--- src/hw/cks_defs.svh ---
// Operation
// - aux divider source bit 13: 1 aux oscillator, 0 PLL VCO output.
// - aux oscillator mode: 11 external, 10 crystal, 01 high-speed, 00 off.
// - aux output divider codes 111..001 divide 1..64; 000 divides 256.
// - aux reference bit 7: 1 primary oscillator, 0 aux oscillator.
// - aux control bits 15:14 and 6:0 read zero, ignore writes.
// - switching and fail-safe monitor work only when switch config is 0.
// - switching off: new source stored and read back, status shows configured source.
// - switching off: switch request has no effect and stays zero.
// - request with new source equal to current is cleared, aborted.
// - valid switch start clears PLL lock and clock fail status.
// - start new oscillator; wait start-up timer or PLL lock.
// - count 10 new clock cycles before changing system clock.
// - completion clears request and copies new source into status.
// - stop old source except kept low-power RC or secondary oscillator.
// - processor keeps running during the switch sequence.
// - primary submode fixed by configuration, not changed by switching.
// - four sources switchable: primary, secondary, fast RC, low-power RC.
// - monitor enabled keeps low-power RC running continuously.
// - oscillator failure raises trap and falls back to fast RC.
// - failure while on PLL falls back to fast RC with PLL.
// - source codes 000 RC .. 111 RC divided by n, as listed; codes 110 and 111 are not defined here and run the fast RC undivided.
// - PLL lock status is 1 when locked, 0 otherwise or PLL off.
// - clock fail status is 1 once the monitor saw a failure.
`ifndef CKS_DEFS_SVH
`define CKS_DEFS_SVH
`define CKS_ADDR_W       4
`define CKS_OSC_ADDR     4'h0
`define CKS_AUX_ADDR     4'h1
`define CKS_SRC_FRC      3'h0
`define CKS_SRC_FAST_INTERNAL_RC_WITH_PLL   3'h1
`define CKS_SRC_PRI      3'h2
`define CKS_SRC_PRIPLL   3'h3
`define CKS_SRC_SEC      3'h4
`define CKS_SRC_LOW_POWER_INTERNAL_RC     3'h5
`define CKS_I_FRC        2'h0
`define CKS_I_PRI        2'h1
`define CKS_I_SEC        2'h2
`define CKS_I_LOW_POWER_INTERNAL_RC       2'h3
`define CKS_PIN_LOCK     4
`define CKS_PRI_EC       2'h0
`define CKS_CUR_HI       14
`define CKS_CUR_LO       12
`define CKS_NEW_HI       10
`define CKS_NEW_LO       8
`define CKS_LOCK_BIT     5
`define CKS_CF_BIT       3
`define CKS_SECEN_BIT    1
`define CKS_REQ_BIT      0
`define CKS_ASEL_BIT     13
`define CKS_AMODE_HI     12
`define CKS_AMODE_LO     11
`define CKS_ADIV_HI      10
`define CKS_ADIV_LO      8
`define CKS_AREF_BIT     7
`define CKS_ADIV_RESET   3'h0
`define CKS_NEW_CLK_WAIT 16'h000A
`define CKS_OST_EDGES    16'h0400
`define CKS_FAIL_EDGES   8'h04
`endif

--- src/hw/cks_pkg.sv ---
`include "cks_defs.svh"
package cks_pkg;
    typedef enum logic [2:0] {
        ST_IDLE  = 3'b000,
        ST_WAIT  = 3'b001,
        ST_COUNT = 3'b010,
        ST_OFF   = 3'b011,
        ST_ON    = 3'b100
    } cks_state_t;

    typedef struct packed {
        logic       switch_enable_config;
        logic [2:0] initial_source_config;
        logic [1:0] primary_submode_config;
        logic       wdt_enable;
    } cks_cfg_t;

    typedef struct packed {
        logic       aux_divider_source_sel;
        logic [1:0] aux_osc_mode;
        logic       aux_osc_enable;
        logic [8:0] aux_divide_by;
        logic       aux_reference_sel;
    } cks_aux_t;

    typedef struct packed {
        logic [4:0]  s1;
        logic [4:0]  s2;
        logic [4:0]  s3;
        logic [4:0]  filt;
        logic        cfg_done;
        logic        sw_en;
        logic [1:0]  psub;
        cks_state_t  state;
        logic [2:0]  cur;
        logic [2:0]  new_source_sel;
        logic [2:0]  tgt;
        logic        switch_request;
        logic        lock;
        logic        clock_fail_flag;
        logic        secondary_osc_enable;
        logic [3:0]  osc_en;
        logic        pll_en;
        logic [3:0]  gate;
        logic [15:0] cnt;
        logic [7:0]  wd;
        logic        trap;
        logic [2:0]  adiv;
        cks_aux_t    aux;
        logic [15:0] rdata;
    } cks_regs_t;
endpackage : cks_pkg

--- src/hw/cks_clock_switch.sv ---
`include "cks_defs.svh"
module cks_clock_switch #(
    parameter logic [15:0] OST_EDGES  = `CKS_OST_EDGES,
    parameter logic [7:0]  FAIL_EDGES = `CKS_FAIL_EDGES
) (
    input  wire logic                   clock,
    input  wire logic                   rst_n,
    input  wire logic [`CKS_ADDR_W-1:0] addr,
    input  wire logic [15:0]            wdata,
    input  wire logic                   wr_en,
    input  wire logic                   rd_en,
    output logic [15:0]                 rdata,
    input  wire cks_pkg::cks_cfg_t      cfg,
    input  wire logic [3:0]             osc_clk_pins,
    input  wire logic                   pll_lock_pin,
    output logic [2:0]                  sys_clk_sel,
    output logic [3:0]                  osc_enable,
    output logic                        pll_enable,
    output logic [3:0]                  clk_gate,
    output logic                        clk_fail_trap,
    output cks_pkg::cks_aux_t           aux
);
    import cks_pkg::*;

    cks_regs_t r;
    cks_regs_t next_r;
    logic [4:0] edge_seen;

    ////////////////////////////////////////////////////////////////////////
    // four oscillators behind the eight source codes
    function automatic logic [1:0] src_osc(input logic [2:0] code);
        case (code)
            `CKS_SRC_PRI, `CKS_SRC_PRIPLL: src_osc = `CKS_I_PRI;
            `CKS_SRC_SEC:                  src_osc = `CKS_I_SEC;
            `CKS_SRC_LOW_POWER_INTERNAL_RC:                 src_osc = `CKS_I_LOW_POWER_INTERNAL_RC;
            default:                       src_osc = `CKS_I_FRC;
        endcase
    endfunction : src_osc

    function automatic logic uses_pll(input logic [2:0] code);
        uses_pll = (code == `CKS_SRC_FAST_INTERNAL_RC_WITH_PLL) || (code == `CKS_SRC_PRIPLL);
    endfunction : uses_pll

    function automatic logic [8:0] div_of(input logic [2:0] code);
        case (code)
            3'h7:    div_of = 9'h001;
            3'h6:    div_of = 9'h002;
            3'h5:    div_of = 9'h004;
            3'h4:    div_of = 9'h008;
            3'h3:    div_of = 9'h010;
            3'h2:    div_of = 9'h020;
            3'h1:    div_of = 9'h040;
            default: div_of = 9'h100;
        endcase
    endfunction : div_of

    ////////////////////////////////////////////////////////////////////////
    // a pin change counts once the second and third stages agree
    genvar gi;
    generate
        for (gi = 0; gi < 5; gi++) begin : g_pin
            assign edge_seen[gi] = (r.s2[gi] == r.s3[gi])
                                && (r.s3[gi] != r.filt[gi]);
        end
    endgenerate

    ////////////////////////////////////////////////////////////////////////
    logic [1:0]  old_i;
    logic [1:0]  new_i;
    logic        new_edge;
    logic        mon_en;
    logic        need_ost;
    logic [15:0] rd;
    logic [3:0]  keep;

    always_comb begin
        next_r = r;
        next_r.trap = 1'b0;
        next_r.s1 = {pll_lock_pin, osc_clk_pins};
        next_r.s2 = r.s1;
        next_r.s3 = r.s2;
        next_r.filt = r.filt ^ edge_seen;
        old_i = src_osc(r.cur);
        new_i = src_osc(r.tgt);
        new_edge = edge_seen[new_i] && r.filt[new_i] == 1'b0;
        mon_en = r.sw_en;
        need_ost = (new_i == `CKS_I_SEC)
                || (new_i == `CKS_I_PRI && r.psub != `CKS_PRI_EC);
        keep = 4'h0;

        // configuration is static; captured once after reset release
        if (!r.cfg_done) begin
            next_r.cfg_done = 1'b1;
            next_r.sw_en = ~cfg.switch_enable_config;
            next_r.psub = cfg.primary_submode_config;
            next_r.cur = cfg.initial_source_config;
            next_r.new_source_sel = cfg.initial_source_config;
            next_r.tgt = cfg.initial_source_config;
            next_r.osc_en = 4'h0;
            next_r.osc_en[src_osc(cfg.initial_source_config)] = 1'b1;
            next_r.gate = 4'h0;
            next_r.gate[src_osc(cfg.initial_source_config)] = 1'b1;
            next_r.pll_en = uses_pll(cfg.initial_source_config);
        end

        // register port
        rd = 16'h0000;
        if (wr_en && addr == `CKS_OSC_ADDR) begin
            next_r.new_source_sel = wdata[`CKS_NEW_HI:`CKS_NEW_LO];
            next_r.secondary_osc_enable = wdata[`CKS_SECEN_BIT];
            if (wdata[`CKS_REQ_BIT] && r.sw_en && r.cfg_done
                && r.state == ST_IDLE) begin
                next_r.switch_request = 1'b1;
            end
        end
        if (wr_en && addr == `CKS_AUX_ADDR) begin
            next_r.aux.aux_divider_source_sel = wdata[`CKS_ASEL_BIT];
            next_r.aux.aux_osc_mode =
                wdata[`CKS_AMODE_HI:`CKS_AMODE_LO];
            next_r.aux.aux_osc_enable =
                wdata[`CKS_AMODE_HI:`CKS_AMODE_LO] != 2'h0;
            next_r.adiv = wdata[`CKS_ADIV_HI:`CKS_ADIV_LO];
            next_r.aux.aux_divide_by =
                div_of(wdata[`CKS_ADIV_HI:`CKS_ADIV_LO]);
            next_r.aux.aux_reference_sel = wdata[`CKS_AREF_BIT];
        end
        if (rd_en && addr == `CKS_OSC_ADDR) begin
            rd[`CKS_CUR_HI:`CKS_CUR_LO] = r.cur;
            rd[`CKS_NEW_HI:`CKS_NEW_LO] = r.new_source_sel;
            rd[`CKS_LOCK_BIT] = r.lock;
            rd[`CKS_CF_BIT] = r.clock_fail_flag;
            rd[`CKS_SECEN_BIT] = r.secondary_osc_enable;
            rd[`CKS_REQ_BIT] = r.switch_request;
        end
        if (rd_en && addr == `CKS_AUX_ADDR) begin
            rd[`CKS_ASEL_BIT] = r.aux.aux_divider_source_sel;
            rd[`CKS_AMODE_HI:`CKS_AMODE_LO] = r.aux.aux_osc_mode;
            rd[`CKS_ADIV_HI:`CKS_ADIV_LO] = r.adiv;
            rd[`CKS_AREF_BIT] = r.aux.aux_reference_sel;
        end
        next_r.rdata = rd;

        // lock status follows the filtered lock pin while the PLL runs
        next_r.lock = r.pll_en & r.filt[`CKS_PIN_LOCK];

        // switch sequence; the processor is never stalled by it
        case (r.state)
            ST_IDLE: begin
                if (r.switch_request) begin
                    if (r.new_source_sel == r.cur) begin
                        next_r.switch_request = 1'b0;
                    end else begin
                        next_r.tgt = r.new_source_sel;
                        next_r.lock = 1'b0;
                        next_r.clock_fail_flag = 1'b0;
                        next_r.osc_en[src_osc(r.new_source_sel)] = 1'b1;
                        next_r.pll_en = r.pll_en
                                      | uses_pll(r.new_source_sel);
                        next_r.cnt = 16'h0000;
                        next_r.state = ST_WAIT;
                    end
                end
            end
            ST_WAIT: begin
                // start-up timer only for crystals, lock only for the PLL
                if (need_ost && r.cnt < OST_EDGES) begin
                    if (new_edge) begin
                        next_r.cnt = r.cnt + 16'h0001;
                    end
                end else if (!uses_pll(r.tgt)
                             || r.filt[`CKS_PIN_LOCK]) begin
                    next_r.cnt = 16'h0000;
                    next_r.state = ST_COUNT;
                end
            end
            ST_COUNT: begin
                if (r.cnt == `CKS_NEW_CLK_WAIT) begin
                    next_r.state = ST_OFF;
                end else if (new_edge) begin
                    next_r.cnt = r.cnt + 16'h0001;
                end
            end
            ST_OFF: begin
                // old gate drops only while the old clock is low
                if (!r.filt[old_i]) begin
                    next_r.gate = 4'h0;
                    next_r.state = ST_ON;
                end
            end
            ST_ON: begin
                if (!r.filt[new_i]) begin
                    next_r.gate[new_i] = 1'b1;
                    next_r.cur = r.tgt;
                    next_r.switch_request = 1'b0;
                    next_r.pll_en = uses_pll(r.tgt);
                    keep[new_i] = 1'b1;
                    keep[`CKS_I_LOW_POWER_INTERNAL_RC] = cfg.wdt_enable | mon_en;
                    keep[`CKS_I_SEC] = r.secondary_osc_enable;
                    if (!keep[old_i]) begin
                        next_r.osc_en[old_i] = 1'b0;
                    end
                    next_r.state = ST_IDLE;
                end
            end
            default: next_r.state = ST_IDLE;
        endcase

        // failure watchdog on low-power RC edges, cleared by clock edges
        if (!mon_en || edge_seen[old_i] || r.clock_fail_flag) begin
            next_r.wd = 8'h00;
        end else if (edge_seen[`CKS_I_LOW_POWER_INTERNAL_RC] && r.wd != FAIL_EDGES) begin
            next_r.wd = r.wd + 8'h01;
        end
        if (mon_en && r.wd == FAIL_EDGES && !r.clock_fail_flag) begin
            // failure wins over any switch in flight
            next_r.trap = 1'b1;
            next_r.clock_fail_flag = 1'b1;
            next_r.cur = uses_pll(r.cur) ? `CKS_SRC_FAST_INTERNAL_RC_WITH_PLL
                                         : `CKS_SRC_FRC;
            next_r.tgt = next_r.cur;
            next_r.osc_en[`CKS_I_FRC] = 1'b1;
            next_r.gate = 4'h0;
            next_r.gate[`CKS_I_FRC] = 1'b1;
            next_r.switch_request = 1'b0;
            next_r.state = ST_IDLE;
        end

        if (mon_en) begin
            next_r.osc_en[`CKS_I_LOW_POWER_INTERNAL_RC] = 1'b1;
        end
        if (r.secondary_osc_enable) begin
            next_r.osc_en[`CKS_I_SEC] = 1'b1;
        end
        if (!r.sw_en) begin
            next_r.switch_request = 1'b0;
        end
    end

    always_ff @(posedge clock or negedge rst_n) begin
        if (!rst_n) begin
            r <= '0;
            r.osc_en <= 4'h1;
            r.gate <= 4'h1;
            r.adiv <= `CKS_ADIV_RESET;
            r.aux.aux_divide_by <= 9'h100;
        end else begin
            r <= next_r;
        end
    end

    assign rdata = r.rdata;
    assign sys_clk_sel = r.cur;
    assign osc_enable = r.osc_en;
    assign pll_enable = r.pll_en;
    assign clk_gate = r.gate;
    assign clk_fail_trap = r.trap;
    assign aux = r.aux;
endmodule : cks_clock_switch

--- config.mk ---
export PLATFORM = sky130hd
export DESIGN_NAME = cks_clock_switch
export DESIGN_NICKNAME = d
export VERILOG_FILES = /design/src/hw/cks_pkg.sv /design/src/hw/cks_clock_switch.sv
export VERILOG_INCLUDE_DIRS = /design/src /design/src/hw
export SDC_FILE = /design/constraint.sdc
export NUM_CORES = 1
export LEC_CHECK = 0
export CORE_ASPECT_RATIO = 2
export CORE_MARGIN = 3
export CORE_UTILIZATION = 40
export CTS_BUF_LIST = sky130_fd_sc_hd__clkbuf_2
export DETAILED_ROUTE_END_ITERATION = 7
export DONT_BUFFER_PORTS = 1
export GPL_ROUTABILITY_DRIVEN = 1
export PLACE_DENSITY = 0.61
export SYNTH_ARGS = -nofsm -noshare
export SYNTH_HDL_FRONTEND = slang
export SYNTH_SLANG_ARGS = --single-unit
--- constraint.sdc ---
create_clock -name clock -period 2 [get_ports clock]
set_input_delay 0.3 -clock clock [delete_from_list [all_inputs] [get_ports clock]]
set_output_delay 0.3 -clock clock [all_outputs]
set_load 0.005 [all_outputs]
Word level (Yosys, flattened, before mapping)
Cells that the tools add are included.
{ "word_totals": {"elab_cells": 241, "regBits": 103} }
{ "op_classes": {"n_eq_ne": 61, "n_addsub": 2, "bitwise_logic": 10, "muxes": 81, "magnitude_cmp": 11, "n_reduce_logical": 48} }
{ "op_table": {"columns": ["cell", "count"], "rows": [
  ["16-bit 2-to-1 mux", 6],
  ["9-bit case mux with 7 select lines", 1],
  ["16-bit case mux with 3 select lines", 1],
  ["3-bit equality test, second input constant", 13],
  ["3-bit by 2-bit equality test with 1-bit output, second input constant", 12],
  ["3-bit 2-to-1 mux", 12],
  ["9-bit 2-to-1 mux", 3],
  ["2-bit case mux with 3 select lines", 4],
  ["1-bit logical AND", 22],
  ["1-bit 2-to-1 mux", 22],
  ["3-bit by 1-bit equality test with 1-bit output, second input constant", 6],
  ["6-bit 2-to-1 mux", 3],
  ["3-bit inequality test, second input constant", 6],
  ["16-bit by 1-bit adder with 16-bit output, second input constant", 1],
  ["16-bit by 4-bit equality test with 1-bit output, second input constant", 1],
  ["16-bit by 11-bit < comparator with 1-bit output, second input constant", 1],
  ["4-bit 2-to-1 mux", 4],
  ["8-bit 2-to-1 mux", 2],
  ["3-bit case mux with 5 select lines", 1],
  ["2-bit 2-to-1 mux", 7],
  ["2-bit by 3-bit < comparator with 1-bit output, second input constant", 4],
  ["1-bit binary-select mux with 2-bit select", 5],
  ["5-bit 2-to-1 mux", 2],
  ["5-bit case mux with 2 select lines", 1],
  ["other kinds (35)", 73]
]} }

Logic depth before layout (Yosys ltp)
{ "logic_depth": {"word_depth": 15, "depth_mapped": 9} }

Worst setup path after synthesis
OpenSTA, ideal clock, no wires.
{ "synth_path": {"path_kind": "register to register", "start": "register r[72] in the netlist's numbering", "end": "register r[46] in the netlist's numbering", "setup_slack_ns": -0.197, "t_arrival_ns": 2.119, "path_stages_with_launch": 9, "required_time_ns": 1.922, "cell_sequence": "dfrtp_1 -> buf_2 -> or3b_2 -> o21ai_1 -> a21o_1 -> nand3_2 -> buf_6 -> or4_1 -> a21oi_1"} }
{ "synth_via": {"elab_chain_cells": 10, "elab_cells_between_ends": 27, "classes_between": "eq/ne: 8; mux: 9; bitwise: 1; reduce/logical: 9"} }
{ "synth_rtl": {"columns": ["item", "line", "text"], "rows": [
  ["start, declared", "cks_clock_switch.sv:25", "cks_regs_t r;"],
  ["start signal, assigned", "cks_clock_switch.sv:247", "r <= next_r;"],
  ["3-bit by 2-bit equality test with 1-bit output", "cks_clock_switch.sv:32", "case (code)"],
  ["2-bit OR reduction", "cks_clock_switch.sv:32", null],
  ["2-bit case mux with 3 select lines", "cks_clock_switch.sv:32", null],
  ["1-bit binary-select mux with 2-bit select", "cks_clock_switch.sv:85", "new_edge = edge_seen[new_i] && r.filt[new_i] == 1'b0;"],
  ["1-bit 2-to-1 mux (implied by the code)", "cks_clock_switch.sv:85", null],
  ["1-bit NOT", "cks_clock_switch.sv:85", null],
  ["1-bit logical AND", "cks_clock_switch.sv:85", null],
  ["16-bit 2-to-1 mux", null, null],
  ["16-bit 2-to-1 mux (on tied branches)", null, null],
  ["16-bit case mux with 3 select lines", "cks_clock_switch.sv:147", "case (r.state)"]
]} }
Parallel ways exist; a longest one is shown, timed or not. The select of a mux whose other input is x is not followed.
A chain may end at the register's enable or synchronous reset.

Worst setup path after layout
{ "layout_path": {"start": "register r[53] in the netlist's numbering", "end": "register r[55] in the netlist's numbering"} }
{ "layout_via": {"elab_chain_cells": 4, "elab_cells_between_ends": 11, "classes_between": "add/sub: 1; order compare: 1; eq/ne: 3; mux: 4; reduce/logical: 2"} }
{ "layout_rtl": {"columns": ["item", "line", "text"], "rows": [
  ["16-bit by 1-bit adder with 16-bit output / 16-bit by 11-bit < comparator with 1-bit output (equally long branches)", "cks_clock_switch.sv:168, cks_clock_switch.sv:180, cks_clock_switch.sv:166", null],
  ["16-bit 2-to-1 mux / 1-bit logical AND (equally long branches)", "cks_clock_switch.sv:167, cks_clock_switch.sv:179, cks_clock_switch.sv:166", null],
  ["16-bit 2-to-1 mux (tied with other cells)", "cks_clock_switch.sv:177", "if (r.cnt == `CKS_NEW_CLK_WAIT) begin"],
  ["16-bit case mux with 3 select lines / 5-bit AND reduction (equally long branches)", null, null]
]} }
Parallel ways exist; a longest one is shown, timed or not. The select of a mux whose other input is x is not followed.

==> flow_metrics.env <==
export IMPL_status="complete, but fails checks"
export IMPL_violations="negative hold slack, negative setup slack"
export IMPL_async_flop_share=1.00
export IMPL_design_area_mm2=0.00621
export IMPL_cts_sinks=102
export IMPL_yosysTopAreaCell="dfrtp_1"
export IMPL_rrSetupSlack_ns=-0.23
export IMPL_layout_setup_ws_ns=-0.232
export IMPL_row_count=58
export IMPL_hold_viol=102
export IMPL_cts_tree="built"
export IMPL_fin_crit_ns=2.23
export IMPL_r2r_start="r[53]"
export IMPL_multi_input_area_mm2=0.00240
export IMPL_power_leakage_nw=2.76
export IMPL_num_vias=4131
export IMPL_synth_edff_count=0
export IMPL_drc_errors=0
export IMPL_setup_worst_path_end_class="flop"
export IMPL_worst_r2r_cell_count=7
export IMPL_final_nets=613
export IMPL_power_density_mw_per_mm2=804
export IMPL_cts_made_buffers=9
export IMPL_clkPwrFrac=0.248
export IMPL_gp_congestion=0.920
export IMPL_synth_avg_cell_area_um2=9.86
export IMPL_synthTopCellsByCount="dfrtp_1, nor2_1, buf_4, nand2_1, a21oi_1"
export IMPL_syn_inst=528
export IMPL_fill_cells=1197
export IMPL_vdd_ir_drop_max_mv=0.536
export IMPL_grt_max_degree=103
export IMPL_reg2reg_to="r[55]"
export IMPL_syn_area_mm2=0.00520
export IMPL_insertion_delay_ns=0.58
export IMPL_portBuffers=0
export IMPL_rsz0062_at_grt="true"
export IMPL_ys_seq_area_frac=0.491
export IMPL_coreArea_mm2=0.0126
export IMPL_drive_above_1_share=0.256
export IMPL_met3_usage=0.0330
export IMPL_synth_warnings=0
export IMPL_hold_ws_ns=-0.642
export IMPL_max_freq_mhz=448
export IMPL_synth_top_area_share=0.476
export IMPL_synth_cell_types=68
export IMPL_die_height_um=167
export IMPL_placed_area_mm2=0.00550
export IMPL_busiest_layer="met2"
export IMPL_slew_viol_final=0
export IMPL_post_place_ws_ns=-0.226
export IMPL_antenna_found_initial=1
export IMPL_seqCellArea_mm2=0.00256
export IMPL_via_per_inst=5.67
export IMPL_drt_wl_total_um=13900
export IMPL_ys_flop_type="dfrtp_1"
export IMPL_synth_most_common_cell="dfrtp_1"
export IMPL_power_mw=5.00
export IMPL_firstDrtPassIters=7
export IMPL_start_util=0.412
export IMPL_p_switching_mw=1.58
export IMPL_final_antenna_net_count=0
export IMPL_synthTopCellsByArea="dfrtp_1, buf_4, nor2_1"
export IMPL_startpoint_type="flop"
export IMPL_cp_arrival_ns=2.75
export IMPL_wl_per_cell_um=19.0
export IMPL_cts_htree_levels=3
export IMPL_syn2layout_area_growth_pct=19.4
export IMPL_place_hpwl_um=9920
export IMPL_globalRouteMet1Util=0.174
export IMPL_grt_pass1_vias=4250
export IMPL_die_x_um=86.7
export IMPL_tightest_slew_ns=0.688
export IMPL_io_pins=79
export IMPL_dieArea_mm2=0.0145
export IMPL_seq_power_share=0.487
export IMPL_path_clk_slew_ns=0.28
export IMPL_crit_type="flop to flop"
export IMPL_timing_slew_headroom=0.538
export IMPL_final_setup_viol_count=16
export IMPL_clockRootBuffer="clkbuf_2"
export IMPL_final_setup_skew_ns=0.0202
export IMPL_maxCapViolations=0
export IMPL_switching_share=0.315
export IMPL_pwr_share_comb=0.264
export IMPL_synth_seq_cells=102
export IMPL_min_path_type="input port to async pin"
export IMPL_worstPathRequired_ns=2.52
export IMPL_grt_util_met2=0.366
export IMPL_clockBufferDepth=2
export IMPL_drt_iter0_drc=248
export IMPL_gr_total_overflow=0
export IMPL_internal_power_mw=3.42
export IMPL_period_share=1.12
export IMPL_critPathMaxFanout=9
export IMPL_grt_total_usage=0.189
export IMPL_grt_pass1_wl_um=21400
-- how the worst max path moves through the flow --
stage,startpoint,to,cells after the start,slack [ns]
final,r[53],r[55],7,-0.23
after global routing,r[53],r[55],7,-0.31
after floorplan,r[52],r[44],7,-0.15
after detailed placement,r[52],r[55],7,-0.23
after global placement,r[52],r[52],7,-0.18
after CTS,r[53],r[46],7,-0.21
-- cell type report --
cell class | instances | share of cell area
clock buffers | 10 | 0.00805
repair buffers | 98 | 0.135
clock inverters | 5 | 0.0171
diodes | 1 | 0.000403
well taps | 150 | 0.0302
inverters | 17 | 0.0103
flip-flops and latches | 102 | 0.412
multi-input cells | 345 | 0.387
-- worst max-delay path: stages, from the launching register on --
cell	delay [ns]
dfrtp_1	0.45
or4_4	0.55
nor3_4	0.14
a21o_1	0.17
nand3_4	0.13
buf_6	0.18
or4_4	0.41
a21oi_2	0.14
-- placed cells by master, fill, tap and decap left out, drive strengths merged, types with 4 or more instances in the layout --
cell	n
dlygate4sd3	22
a21oi	31
a211oi	13
and2	9
dfrtp	99
or3	7
o31ai	13
nor3b	4
clkbuf	11
mux2i	10
and3b	4
or4	12
inv	18
o21ai	20
conb	6
nor2	47
maj3	4
nand3	17
ha	4
xnor2	5
nand4	5
xor2	9
and3	8
o41ai	6
nand2	37
nor3	12
buf	74
mux2	9
nand2b	6
nor2b	4
-- flip-flops by register name (all words and copies together), names as in the netlist, named ones only --
name,cells
clk_fail_trap,1
mon_en,1
pll_enable,1
sys_clk_sel,3
r,48
osc_enable,4
clk_gate,4
next_r,10
aux,13
rdata,12
-- what timing repair did --
action / in CTS / in global routing
endpoints found under the hold margin: 143 / 103
cloned: 0 / 2
pin swaps: 6 / 9
gates resized for setup: 30 / 23
endpoints found under the setup margin: 19 / 34
setup buffers: 2 / 8
hold buffers: 22 / 1
-- through the flow --
step | TNS [ns] | util | instances
after CTS | -2.56 | 0.477 | 717
final | -2.73 | 0.492 | 728
after floorplan | -1.62 | - | 532
after detailed placement | -2.93 | 0.436 | 678
after global routing | -4.68 | 0.492 | 728
after global placement | -2.25 | 0.436 | 678
-- kinds of logic after synthesis --
logic type,after synthesis,share of synthesized area
AO/OA/AOI/OAI,115,0.149
XOR/XNOR,14,0.0236
adder cells (fa/ha/maj),8,0.0173
buffers and inverters,85,0.0952
flip-flops,102,0.491
multiplexers,19,0.0387
other,2,0.00144
AND/OR/NAND/NOR,183,0.184
-- power groups by stage --
stage / Clock [mW] / Combinational [mW] / Sequential (mW)
floorplan: 0 / 0.835 / 2.40
global placement: 0 / 1.07 / 2.46
detailed placement: 0 / 1.11 / 2.47
CTS: 1.27 / 1.22 / 2.44
global route: 1.36 / 1.42 / 2.46
finish: 1.24 / 1.32 / 2.43
-- routing by layer --
metal | vias to the layer above | wire, um
met5 | - | 0
met4 | 0 | 761
met3 | 41 | 561
met2 | 125 | 7950
met1 | 2036 | 4590
li1 | 1929 | -
Note: power is estimated with default switching activity, not from simulation.
